<file path="src/hdl/tccsr_pkg.sv">
// Package: word addresses, codes and field values of the trigger control and status register bank
package tccsr_pkg;
  localparam int unsigned ADDR_W = 16;
  localparam int unsigned DATA_W = 16;
  localparam logic [15:0] ADDR_FAULT_CODE = 16'h0064;
  localparam logic [15:0] ADDR_FLASH_CNT_LO = 16'h0066;
  localparam logic [15:0] ADDR_FLASH_CNT_HI = 16'h0067;
  localparam logic [15:0] ADDR_ENC0_LO = 16'h006e;
  localparam logic [15:0] ADDR_ENC0_HI = 16'h006f;
  localparam logic [15:0] ADDR_ENC1_LO = 16'h0072;
  localparam logic [15:0] ADDR_ENC1_HI = 16'h0073;
  localparam logic [15:0] ADDR_ARM_REQ = 16'h0078;
  localparam logic [15:0] ADDR_DISARM_REQ = 16'h0079;
  localparam logic [15:0] ADDR_CFG_STATE = 16'h007a;
  localparam logic [15:0] ADDR_CAP_STATE = 16'h007b;
  localparam logic [15:0] ADDR_ACQ_FLAG = 16'h007c;
  // Logging areas, first word of each, last word of area B and of the conversion area
  localparam logic [15:0] ADDR_CLOG_A_FIRST = 16'h3aac;
  localparam logic [15:0] ADDR_CLOG_B_FIRST = 16'h4eac;
  localparam logic [15:0] ADDR_CLOG_B_LAST = 16'h62ab;
  localparam logic [15:0] ADDR_CONV_FIRST = 16'h7530;
  localparam logic [15:0] ADDR_CONV_LAST = 16'hb52f;
  localparam logic [15:0] REQ_NONE = 16'h0000;
  localparam logic [15:0] REQ_ACTIVE = 16'h0001;
  localparam logic [15:0] ERR_NONE = 16'h0000;
  localparam logic [15:0] ERR_ARM_NO_SETTING = 16'h10c0;
  localparam logic [15:0] ERR_ARM_SIMULATION = 16'h10c1;
  localparam logic [1:0] CFG_NONE = 2'h0;
  localparam logic [1:0] CFG_MANUAL = 2'h1;
  localparam logic [1:0] CFG_AUTO = 2'h2;
  localparam int unsigned ENC_W = 32;
  localparam int unsigned ENC_LEN_W = 6;
  localparam logic [5:0] ENC_LEN_MAX = 6'h20;
  localparam int unsigned LOG_WORDS = 16;
  localparam int unsigned LOG_AW = 4;
  typedef enum logic [0:0] {TCCSR_STOPPED, TCCSR_READY} tccsr_cap_state_t;
endpackage : tccsr_pkg

</file>
<file path="src/hdl/tccsr_log_if.sv">
// Interface: write and read port of the logging storage memory
interface tccsr_log_if;
  import tccsr_pkg::*;
  logic wr_en;
  logic [LOG_AW-1:0] wr_addr;
  logic [DATA_W-1:0] wr_data;
  logic [LOG_AW-1:0] rd_addr;
  logic [DATA_W-1:0] rd_data;
  modport ctrl (output wr_en, output wr_addr, output wr_data, output rd_addr, input rd_data);
  modport mem (input wr_en, input wr_addr, input wr_data, input rd_addr, output rd_data);
endinterface : tccsr_log_if

</file>
<file path="src/hdl/tccsr_log_mem.sv">
// Logging storage memory with registered read data
module tccsr_log_mem
  import tccsr_pkg::*;
(
  // Clock and reset
  input wire logic clk_in,
  input wire logic rst_b_in,
  // Memory port
  tccsr_log_if.mem port
);
  logic [DATA_W-1:0] mem_ff [LOG_WORDS];
  logic [DATA_W-1:0] rd_data_ff;

  // Every word comes up as zero after power-on or controller reset
  genvar i;
  generate
    for (i = 0; i < LOG_WORDS; i++) begin : g_word
      always_ff @(posedge clk_in or negedge rst_b_in) begin
        if (!rst_b_in) begin
          mem_ff[i] <= '0;
        end else if (port.wr_en && port.wr_addr == LOG_AW'(i)) begin
          mem_ff[i] <= port.wr_data;
        end
      end
    end
  endgenerate

  always_ff @(posedge clk_in or negedge rst_b_in) begin
    if (!rst_b_in) begin
      rd_data_ff <= '0;
    end else begin
      rd_data_ff <= mem_ff[port.rd_addr];
    end
  end

  assign port.rd_data = rd_data_ff;
endmodule : tccsr_log_mem

</file>
<file path="src/hdl/tccsr_regs.sv">
// Trigger control and status register bank with fault, flash counter and encoder capture words
//////////////////////////////////////////////////////////////////////////////
// Summary of operation
// - Latest fault code held, newest overwrites
// - Fault clear on request on-then-off
// - Flash logic write increments 32-bit counter
// - Encoder 0 frame captured without parity
// - Short frames right-aligned to bit 0
// - Encoder 1 captured the same way
// - Arm request moves trigger to ready
// - Arm request word auto-cleared after ready
// - Arm values other than 0/1 ignored
// - Arm without setting raises 10C0H
// - Arm during simulation raises 10C1H
// - Arm while ready stays ready
// - Disarm while ready enters stopped
// - Disarm request word auto-cleared after stop
// - Disarm values other than 0/1 ignored
// - Disarm while stopped stays stopped
// - Config state 0 none, 1 manual, 2 auto
// - Stored setting loaded at power-on
// - Logging storage zeroed at reset
// - Continuous logging A/B halves read-only
// - Conversion logging A/B buffers read-only
// - Trigger state reads 0 stopped, 1 ready
// - Arm 0-to-1 clears acquired flag
module tccsr_regs
  import tccsr_pkg::*;
(
  // Clock and reset
  input wire logic clk_in,
  input wire logic rst_b_in,
  // Register port
  input wire logic [ADDR_W-1:0] reg_addr_in,
  input wire logic [DATA_W-1:0] reg_wdata_in,
  input wire logic reg_wr_in,
  input wire logic reg_rd_in,
  output logic [DATA_W-1:0] reg_rdata_out,
  // Controller output signal
  input wire logic fault_clear_request_in,
  // Module events and status
  input wire logic fault_event_in,
  input wire logic [DATA_W-1:0] fault_code_in,
  input wire logic flash_logic_write_in,
  input wire logic logic_running_in,
  input wire logic simulation_in,
  input wire logic setting_load_in,
  input wire logic [1:0] setting_kind_in,
  input wire logic setting_clear_in,
  input wire logic sample_done_in,
  // Stored setting seen at power-on
  input wire logic flash_setting_valid_in,
  input wire logic [1:0] flash_setting_kind_in,
  // Serial encoder frames
  input wire logic enc0_frame_in,
  input wire logic [ENC_W:0] enc0_bits_in,
  input wire logic [ENC_LEN_W-1:0] enc0_len_in,
  input wire logic enc1_frame_in,
  input wire logic [ENC_W:0] enc1_bits_in,
  input wire logic [ENC_LEN_W-1:0] enc1_len_in,
  // Logging writes from the acquisition side
  input wire logic log_wr_in,
  input wire logic [LOG_AW-1:0] log_waddr_in,
  input wire logic [DATA_W-1:0] log_wdata_in,
  // Status out
  output logic capture_ready_out,
  output logic sample_acquired_flag_out
);
  //////////////////////////////////////////////////////////////////////////////
  logic [DATA_W-1:0] fault_code_ff;
  logic [2*DATA_W-1:0] flash_cnt_ff;
  logic [ENC_W-1:0] enc_cap_ff [2];
  logic [DATA_W-1:0] arm_req_ff;
  logic [DATA_W-1:0] disarm_req_ff;
  logic [1:0] cfg_state_ff;
  tccsr_cap_state_t cap_state_ff;
  logic acq_flag_ff;
  logic clr_seen_ff;
  logic strap_done_ff;
  logic [DATA_W-1:0] rdata_ff;
  logic log_sel_ff;
  logic [DATA_W-1:0] nxt_fault_code;
  logic [1:0] nxt_cfg_state;
  logic [DATA_W-1:0] nxt_arm_req;
  logic [DATA_W-1:0] nxt_disarm_req;
  tccsr_cap_state_t nxt_cap_state;
  logic nxt_acq_flag;

  tccsr_log_if log_bus ();

  tccsr_log_mem u_log_mem (
    .clk_in(clk_in),
    .rst_b_in(rst_b_in),
    .port(log_bus.mem)
  );

  //////////////////////////////////////////////////////////////////////////////
  // Decode
  wire wr_arm = reg_wr_in && reg_addr_in == ADDR_ARM_REQ;
  wire wr_disarm = reg_wr_in && reg_addr_in == ADDR_DISARM_REQ;
  wire arm_pending = arm_req_ff == REQ_ACTIVE;
  wire disarm_pending = disarm_req_ff == REQ_ACTIVE;
  wire arm_fail_cfg = arm_pending && cfg_state_ff == CFG_NONE;
  wire arm_fail_sim = arm_pending && !arm_fail_cfg && simulation_in;
  wire arm_ok = arm_pending && !arm_fail_cfg && !simulation_in && logic_running_in;
  wire disarm_ok = disarm_pending && !arm_ok;
  wire clear_done = clr_seen_ff && !fault_clear_request_in;
  wire in_clog = reg_addr_in >= ADDR_CLOG_A_FIRST && reg_addr_in <= ADDR_CLOG_B_LAST;
  wire in_conv = reg_addr_in >= ADDR_CONV_FIRST && reg_addr_in <= ADDR_CONV_LAST;
  wire arm_rise = wr_arm && reg_wdata_in == REQ_ACTIVE && arm_req_ff == REQ_NONE;

  assign log_bus.wr_en = log_wr_in;
  assign log_bus.wr_addr = log_waddr_in;
  assign log_bus.wr_data = log_wdata_in;
  assign log_bus.rd_addr = reg_addr_in[LOG_AW-1:0];

  // Newest error wins over an earlier one and over a clear in the same cycle
  always_comb begin
    nxt_fault_code = fault_code_ff;
    if (clear_done) begin
      nxt_fault_code = ERR_NONE;
    end
    if (arm_fail_sim) begin
      nxt_fault_code = ERR_ARM_SIMULATION;
    end
    if (arm_fail_cfg) begin
      nxt_fault_code = ERR_ARM_NO_SETTING;
    end
    if (fault_event_in) begin
      nxt_fault_code = fault_code_in;
    end
  end

  always_comb begin
    nxt_cfg_state = cfg_state_ff;
    if (!strap_done_ff) begin
      nxt_cfg_state = flash_setting_valid_in ? flash_setting_kind_in : CFG_NONE;
    end else if (setting_clear_in) begin
      nxt_cfg_state = CFG_NONE;
    end else if (setting_load_in) begin
      nxt_cfg_state = setting_kind_in;
    end
  end

  //////////////////////////////////////////////////////////////////////////////
  // Fault word and clear handshake
  always_ff @(posedge clk_in or negedge rst_b_in) begin
    if (!rst_b_in) begin
      fault_code_ff <= ERR_NONE;
    end else begin
      fault_code_ff <= nxt_fault_code;
    end
  end

  // Last sampled level of the clear signal; its fall completes the handshake
  always_ff @(posedge clk_in or negedge rst_b_in) begin
    if (!rst_b_in) begin
      clr_seen_ff <= 1'b0;
    end else begin
      clr_seen_ff <= fault_clear_request_in;
    end
  end

  // Flash write counter; the part is only rated for a limited number of writes
  always_ff @(posedge clk_in or negedge rst_b_in) begin
    if (!rst_b_in) begin
      flash_cnt_ff <= '0;
    end else if (flash_logic_write_in) begin
      flash_cnt_ff <= flash_cnt_ff + 32'h0000_0001;
    end
  end

  // Encoder captures: drop parity (bit 0 of the raw frame), keep only len bits
  genvar ch;
  generate
    for (ch = 0; ch < 2; ch++) begin : g_enc
      wire frame = ch == 0 ? enc0_frame_in : enc1_frame_in;
      wire [ENC_W:0] raw = ch == 0 ? enc0_bits_in : enc1_bits_in;
      wire [ENC_LEN_W-1:0] len = ch == 0 ? enc0_len_in : enc1_len_in;
      wire [ENC_W-1:0] data = raw[ENC_W:1];
      wire [ENC_W-1:0] mask = len >= ENC_LEN_MAX ? '1 : ~({ENC_W{1'b1}} << len);
      always_ff @(posedge clk_in or negedge rst_b_in) begin
        if (!rst_b_in) begin
          enc_cap_ff[ch] <= '0;
        end else if (frame) begin
          enc_cap_ff[ch] <= data & mask;
        end
      end
    end
  endgenerate

  //////////////////////////////////////////////////////////////////////////////
  // Request words, trigger state, acquired flag
  // An arm refused for no setting or for simulation also retires its request; an arm while logic is not running stays pending
  wire arm_retire = arm_ok || arm_fail_cfg || arm_fail_sim;
  wire set_stopped = disarm_ok || simulation_in || !logic_running_in || sample_done_in;
  wire acq_set = sample_done_in && cap_state_ff == TCCSR_READY;
  wire acq_clear = arm_rise || simulation_in;

  // A host write in the same cycle as the auto-clear wins, so no request is lost
  always_comb begin
    nxt_arm_req = arm_req_ff;
    if (wr_arm) begin
      nxt_arm_req = reg_wdata_in;
    end else if (arm_retire) begin
      nxt_arm_req = REQ_NONE;
    end
  end

  always_comb begin
    nxt_disarm_req = disarm_req_ff;
    if (wr_disarm) begin
      nxt_disarm_req = reg_wdata_in;
    end else if (disarm_ok) begin
      nxt_disarm_req = REQ_NONE;
    end
  end

  // Arm beats a same-cycle disarm or sample done; simulation or logic not running blocks the arm instead
  always_comb begin
    nxt_cap_state = cap_state_ff;
    if (arm_ok) begin
      nxt_cap_state = TCCSR_READY;
    end else if (set_stopped) begin
      nxt_cap_state = TCCSR_STOPPED;
    end
  end

  // Completion beats a same-cycle clear, so finished data is never hidden
  always_comb begin
    nxt_acq_flag = acq_flag_ff;
    if (acq_set) begin
      nxt_acq_flag = 1'b1;
    end else if (acq_clear) begin
      nxt_acq_flag = 1'b0;
    end
  end

  always_ff @(posedge clk_in or negedge rst_b_in) begin
    if (!rst_b_in) begin
      arm_req_ff <= REQ_NONE;
    end else begin
      arm_req_ff <= nxt_arm_req;
    end
  end

  always_ff @(posedge clk_in or negedge rst_b_in) begin
    if (!rst_b_in) begin
      disarm_req_ff <= REQ_NONE;
    end else begin
      disarm_req_ff <= nxt_disarm_req;
    end
  end

  always_ff @(posedge clk_in or negedge rst_b_in) begin
    if (!rst_b_in) begin
      cap_state_ff <= TCCSR_STOPPED;
    end else begin
      cap_state_ff <= nxt_cap_state;
    end
  end

  always_ff @(posedge clk_in or negedge rst_b_in) begin
    if (!rst_b_in) begin
      acq_flag_ff <= 1'b0;
    end else begin
      acq_flag_ff <= nxt_acq_flag;
    end
  end

  // Setting state: stored setting is captured once, on the first edge after reset release
  always_ff @(posedge clk_in or negedge rst_b_in) begin
    if (!rst_b_in) begin
      cfg_state_ff <= CFG_NONE;
    end else begin
      cfg_state_ff <= nxt_cfg_state;
    end
  end

  always_ff @(posedge clk_in or negedge rst_b_in) begin
    if (!rst_b_in) begin
      strap_done_ff <= 1'b0;
    end else begin
      strap_done_ff <= 1'b1;
    end
  end

  //////////////////////////////////////////////////////////////////////////////
  // Read path; logging areas come from the memory in the same cycle as the register words, one cycle after the read
  logic [DATA_W-1:0] rd_mux;
  always_comb begin
    unique case (reg_addr_in)
      ADDR_FAULT_CODE: rd_mux = fault_code_ff;
      ADDR_FLASH_CNT_LO: rd_mux = flash_cnt_ff[DATA_W-1:0];
      ADDR_FLASH_CNT_HI: rd_mux = flash_cnt_ff[2*DATA_W-1:DATA_W];
      ADDR_ENC0_LO: rd_mux = enc_cap_ff[0][DATA_W-1:0];
      ADDR_ENC0_HI: rd_mux = enc_cap_ff[0][ENC_W-1:DATA_W];
      ADDR_ENC1_LO: rd_mux = enc_cap_ff[1][DATA_W-1:0];
      ADDR_ENC1_HI: rd_mux = enc_cap_ff[1][ENC_W-1:DATA_W];
      ADDR_ARM_REQ: rd_mux = arm_req_ff;
      ADDR_DISARM_REQ: rd_mux = disarm_req_ff;
      ADDR_CFG_STATE: rd_mux = {14'h0000, cfg_state_ff};
      ADDR_CAP_STATE: rd_mux = {15'h0000, cap_state_ff == TCCSR_READY};
      ADDR_ACQ_FLAG: rd_mux = {15'h0000, acq_flag_ff};
      default: rd_mux = '0;
    endcase
  end

  always_ff @(posedge clk_in or negedge rst_b_in) begin
    if (!rst_b_in) begin
      rdata_ff <= '0;
    end else begin
      rdata_ff <= reg_rd_in ? rd_mux : '0;
    end
  end

  // Remembers that the word of this read comes from the logging memory
  always_ff @(posedge clk_in or negedge rst_b_in) begin
    if (!rst_b_in) begin
      log_sel_ff <= 1'b0;
    end else begin
      log_sel_ff <= reg_rd_in && (in_clog || in_conv);
    end
  end

  // Storage words beyond the small memory alias onto it
  assign reg_rdata_out = log_sel_ff ? log_bus.rd_data : rdata_ff;

  //////////////////////////////////////////////////////////////////////////////
  always_ff @(posedge clk_in or negedge rst_b_in) begin
    if (!rst_b_in) begin
      capture_ready_out <= 1'b0;
    end else begin
      capture_ready_out <= cap_state_ff == TCCSR_READY;
    end
  end

  always_ff @(posedge clk_in or negedge rst_b_in) begin
    if (!rst_b_in) begin
      sample_acquired_flag_out <= 1'b0;
    end else begin
      sample_acquired_flag_out <= acq_flag_ff;
    end
  end
endmodule : tccsr_regs

</file>
<file path="config.mk">
export PLATFORM = sky130hd
export DESIGN_NAME = tccsr_regs
export DESIGN_NICKNAME = d
export VERILOG_FILES = /design/src/hdl/tccsr_pkg.sv /design/src/hdl/tccsr_log_if.sv /design/src/hdl/tccsr_log_mem.sv /design/src/hdl/tccsr_regs.sv
export SDC_FILE = /design/constraint.sdc
export NUM_CORES = 1
export LEC_CHECK = 0
export BUFFER_PORTS_ARGS = -buffer_cell sky130_fd_sc_hd__buf_4
export CAP_MARGIN = 20
export CORE_MARGIN = 1
export CORE_UTILIZATION = 30
export DETAILED_ROUTE_END_ITERATION = 16
export PLACE_DENSITY_LB_ADDON = 0.1
export SLEW_MARGIN = 20
export SYNTH_ARGS = -nofsm -noshare
export SYNTH_HDL_FRONTEND = slang
export SYNTH_SLANG_ARGS = --single-unit
export TNS_END_PERCENT = 20
</file>
<file path="constraint.sdc">
create_clock -name clk_in -period 4.15 [get_ports clk_in]
set_input_delay 0.415 -clock clk_in [delete_from_list [all_inputs] [get_ports clk_in]]
set_output_delay 0.415 -clock clk_in [all_outputs]
set_load 0.02 [all_outputs]
</file>
== Word level (Yosys, flattened, before mapping) ==
Index checks and enable logic that the tools add are counted.
Cells by class
  multiply operators: 0
  bitwise logic cells: 5
  shift-type cells: 2
  reduce and logical (&&, ||, !) cells: 51
  multiplexer cells: 24
  order comparisons: 7
  $add $sub $neg: 1
  div/mod/pow operators: 0
  equality and inequality tests: 31
Operators by type and width (count)
  == test 16 x 7 -> 1 bit, second input constant: 12
  2-to-1 mux 16 bit: 12
  one-hot mux 16 bit (12 select lines): 1
  AND 32 bit: 2
  binary-select mux 16 bit (select 4 bit): 1
  2-to-1 mux 32 bit: 2
  inverter 32 bit: 2
  left shift 32 x 6 -> 32 bit, first input constant: 2
  == test 16 x 1 -> 1 bit, second input constant: 3
  adder 32 x 1 -> 32 bit, second input constant: 1
  == test 4 bit, second input constant: 8
  logical AND 1 bit: 31
  == test 4 x 3 -> 1 bit, second input constant: 4
  >= comparator 16 x 14 -> 1 bit, second input constant: 1
  >= comparator 16 x 15 -> 1 bit, second input constant: 1
  less-or-equal comparator 16 x 15 -> 1 bit, second input constant: 1
  less-or-equal comparator 16 bit, second input constant: 1
  logical NOT 16 bit: 1
  >= comparator 6 bit, second input constant: 2
  == test 4 x 2 -> 1 bit, second input constant: 2
  2-to-1 mux 2 bit: 4
  nonzero test 2 bit: 4
  logical OR 1 bit: 7
  >= comparator 5 bit, second input constant: 1
  other kinds (8): 15
Storage, ports and cells
  memories: 0
  register bits after elaboration: 441
  output and inout port bits: 18
  logic and storage cells: 153
  input bits: 166
  bits in latches: 0
  memory bits (writable): 0
  ROM bits: 0

== Depth between registers and ports, before layout ==
  depth after elaboration: 13
  gate-level depth with buffers: 8
  mapped depth without buffers: 5

== By module ==
Synthesis repeated with hierarchy kept, for this count alone.
Unflattened totals
  cells, all modules: 1503
  area total of the unflattened synthesis: 20149.3 um^2
By module, submodules not included
  tccsr_log_mem: instances 1, cells an instance 727, area an instance 11902.7 um^2
  tccsr_regs: instances 1, cells an instance 776, area an instance 8246.7 um^2

== Worst setup path after synthesis ==
No wires, ideal clock.
  path kind: input port to flip-flop
  start point: input port reg_addr_in[0]
  end point: register u_log_mem.rd_data_ff[0] (netlist: u_log_mem.port.rd_data[0])
  arrival: 2.118 ns
  data required time: 4.012 ns
  setup time: 0.138 ns
  path buffers: 2
  stages on the path: 4
  setup slack: 1.894 ns
  path through: buf_2 -> buf_1 -> mux4_2 -> mux4_2
Between the ends
  longest elaborated chain between the ends: 4
Ends and longest elaborated chain
  start, declared: line tccsr_regs.sv:34  | input wire logic [ADDR_W-1:0] reg_addr_in,
  inverter 4 -> 5 bit (not written as such): line tccsr_log_mem.sv:32  | rd_data_ff <= mem_ff[port.rd_addr];
  binary-select mux 16 bit (select 4 bit): line tccsr_log_mem.sv:32
  2-to-1 mux 16 bit (not written as such) (2 in series): line tccsr_log_mem.sv:32
  end signal, assigned: line tccsr_log_mem.sv:32
  end, declared: line tccsr_log_mem.sv:12  | logic [DATA_W-1:0] rd_data_ff;
No other way between the ends. The select of a mux whose other input is x is not followed.
A chain may end at the register's enable or synchronous reset.

== Worst setup path in the final report ==
  start point: register log_sel_ff
  end point: output port reg_rdata_out[8]
Between the ends
  longest elaborated chain between the ends: 1
Ends and longest elaborated chain
  start, declared: line tccsr_regs.sv:81  | logic log_sel_ff;
  start signal, assigned: line tccsr_regs.sv:322  | log_sel_ff <= reg_rd_in && (in_clog || in_conv);
  2-to-1 mux 16 bit: line tccsr_regs.sv:327  | assign reg_rdata_out = log_sel_ff ? log_bus.rd_data : rdata_ff;
  end, declared: line tccsr_regs.sv:38  | output logic [DATA_W-1:0] reg_rdata_out,
No other way between the ends.

==> run summary <==
row count: 95
clock network fraction of design power: 0.390
pre-CTS setup slack: 1100 ps
Root Buffer: clkbuf_16
crit start category: flop
reg2reg setup slack: 1910 ps
Ys Warns: 0
detailed placer's ending HPWL: 43.4 mm
htree depth: 2
f_max: 384 MHz
CTS tree: yes
synthesized area per cell: 13.4 sq um
layout overhead on the synthesized area: 20.2%
PortBufs: 181
Post-synth top flop: dfrtp_1
worst vdd ir: 0.000266 V
core area: 67300 sq um
gpl congestion: 0.806
Netlist Area Pre-Place: 20400 sq um
die area: 69000 sq um
layout cell share with drive strength beyond 1: 0.402
remaining antenna violation count after routing: 0
post-CTS setup buffers: 0
Leakage Power: 0.0105 uW
drt drc: 0
final WL: 64.2 mm
Worst Hold Endpoint: fault_code_ff[4]
clock transition at the registers of the reported paths: 60 ps
worst hold path stage count: 2
worst endpoint required time: 3730 ps
worst r2r src: flash_cnt_ff[9]
DRT iter0 DRCs: 748
routed vias: 13500
first-pass GRT wire length: 96.2 mm
Slew Limit Headroom: 0.318
Die Span X: 263 microns
final setup fails: 0
Worst Skew: 20.5 ps
final period utilization: 0.628
outcome: completed
largest net degree at the start of global routing: 107
Sink Count: 441
area share of the largest cell type after synthesis: 0.541
crit end category: output port
crit path max fanout: 16
setup TNS: 0 ps
Worst Reg-to-Reg Cells: 5
switching power total: 2910 uW
initial antenna violation count: 9
fillers: 6567
synthesized flop and latch total: 441
min Tclk post-route: 2600 ps
HP Class: primary input to flop
max-cap violations: 0
Longest Clk Path Bufs: 3
# IOs: 184
vias per cell: 5.18
Async S/R FF share, synth: 1.00
DR WL/cell: 24.7 microns
Worst-Margin Slew: 1020 ps
initial core utilization: 0.303
number of global-route vias before repair: 14400
Die Span Y: 263 microns
Final Hold Fails: 0
Cells after Synth: 1523
clk_lat worst skew: 600 ps
Comb pwr share: 0.144
drt first pass iters: 5
GRT overflow: 0
crit path DAT: 2190 ps
top area cells in the synthesized netlist: dfrtp_1, mux2_2, mux4_2
R2R Path End: flash_cnt_ff[31]
Power Density: 476 nW/um^2
setup ws final: 1550 ps
cts bufs inserted: 51
Seq pwr share: 0.466
sequential fraction of the synthesis area: 0.541
design internal power: 8780 uW
Min-Delay Startpoint: fault_code_in[4]
Post-CTS Resized: 0
nets@finish: 1854
Yosys top cell by area: dfrtp_1
Post-synth EDFFs: 0
Slew Limit Fails: 0
kind of critical path: flop to output port
Mapped Nets: 1690
Synth cell types: 67
total track usage: 0.187
RSZ-0062 raised after global routing: no
Sw Share: 0.249
flip-flops by register name (all words and copies together), names as in the netlist:
name,flops
acq_flag_ff,1
arm_req_ff,16
cap_state_ff,1
capture_ready_out,1
cfg_state_ff,2
clr_seen_ff,1
disarm_req_ff,16
enc_cap_ff,64
fault_code_ff,16
flash_cnt_ff,32
log_sel_ff,1
rdata_ff,16
sample_acquired_flag_out,1
strap_done_ff,1
u_log_mem.mem_ff,256
u_log_mem.port.rd_data,16
stage by stage:
step | total power, uW | utilization | area (sq um) | hold WS, ps | instances
2_1_floorplan | 6550 | - | 20400 | 119 | 1523
3_3_place_gp | 7170 | 0.339 | 22800 | 469 | 2504
3_5_place_dp | 7240 | 0.339 | 22800 | 471 | 2504
4_1_cts | 11900 | 0.364 | 24500 | 6.70 | 2597
5_1_grt | 12200 | 0.365 | 24500 | 28.2 | 2600
6_report | 11700 | 0.365 | 24500 | 43.9 | 2601
cell usage after synthesis, drive strengths merged, types with 6 or more instances:
cell	n
o2111ai	8
nor4	20
a222oi	7
nand2b	8
o21ai	50
o22ai	16
buf	25
mux4	81
inv	87
clkbuf	85
or3	9
a21oi	12
nor3	25
nor2	34
a22o	56
and2	6
nor2b	7
dfrtp	441
a31oi	21
a221oi	25
mux2	275
o211ai	14
xnor2	27
a22oi	15
o311ai	11
nand2	41
nand3	33
nand4	13
power groups by stage:
stage          Combinational [uW]  Clock, uW  Sequential [uW]
5_1_grt                      1840       4870             5540
2_1_floorplan                1190          0             5360
6_report                     1680       4550             5450
4_1_cts                      1720       4700             5450
3_3_place_gp                 1670          0             5500
3_5_place_dp                 1710          0             5530
layout by cell type, fill, tap and decap left out, types with 6 or more instances in the layout:
master and n:
dfrtp_1 441, clkbuf_8 12, mux4_2 81, inv_1 87
nand3_1 33, a22o_4 6, nor3_1 20, o22ai_1 16
o2111ai_1 8, a221oi_1 25, nand2b_1 8, and2_1 6
clkinv_2 9, nor2_1 24, a31oi_1 21, nor2_4 6
clkbuf_16 51, clkbuf_1 13, xnor2_1 27, nand4_1 13
or3_1 9, a21oi_1 12, o311ai_0 10, buf_4 214
mux2_2 275, o211ai_1 14, a222oi_1 7, nor4_1 14
a22o_1 50, nand2_1 40, a22oi_1 15, nor2b_1 6
o21ai_0 50
logic make-up after synthesis:
group	count (synthesis)	synth area share
simple gates	227	0.0653
mux	357	0.242
other cells	1	0.000184
compound gates	267	0.0997
xor+xnor	32	0.0137
flops	441	0.541
fa+ha+maj	1	0.000613
buf+inv	197	0.0377
how the worst max path moves through the flow:
stage,start,end,depth (start not counted)
2_1_floorplan,reg_addr_in[0],u_log_mem.port.rd_data[0],4
3_3_place_gp,reg_addr_in[9],rdata_ff[5],6
3_5_place_dp,reg_addr_in[9],rdata_ff[5],6
4_1_cts,log_sel_ff,reg_rdata_out[8],2
5_1_grt,reg_addr_in[9],rdata_ff[5],6
6_report,log_sel_ff,reg_rdata_out[8],2
worst max-delay path, stage by stage (launching register included):
cell	delay, ps
dfrtp_1	940
mux2_2	470
buf_4	170
metal layers:
metal	vias up	global-route usage	share of wire	wire (microns)
met3	97	0.0348	0.041	2640
met2	239	0.330	0.52	33300
met5	-	0	0.0016	103
met1	7075	0.233	0.42	26700
met4	12	0.0521	0.023	1470
li1	6048	-	-	-
timing repair:
| action | CTS | global route |
|---|---|---|
| hold endpoints to repair | 97 | 0 |
| endpoints found under the setup margin | 0 | 0 |
| hold buffers | 2 | 0 |
final cells by class:
cell class	instances	area (sq um)	area share
sequential	441	11000	0.450
multi-input combinational	885	8660	0.353
timing repair buffer	221	1720	0.0702
clock buffer	76	1490	0.0608
tap	873	1090	0.0445
inverter	87	327	0.0133
clock inverter	15	194	0.00791
antenna	3	7.51	0.000306
(Power assumes the default switching activity.)
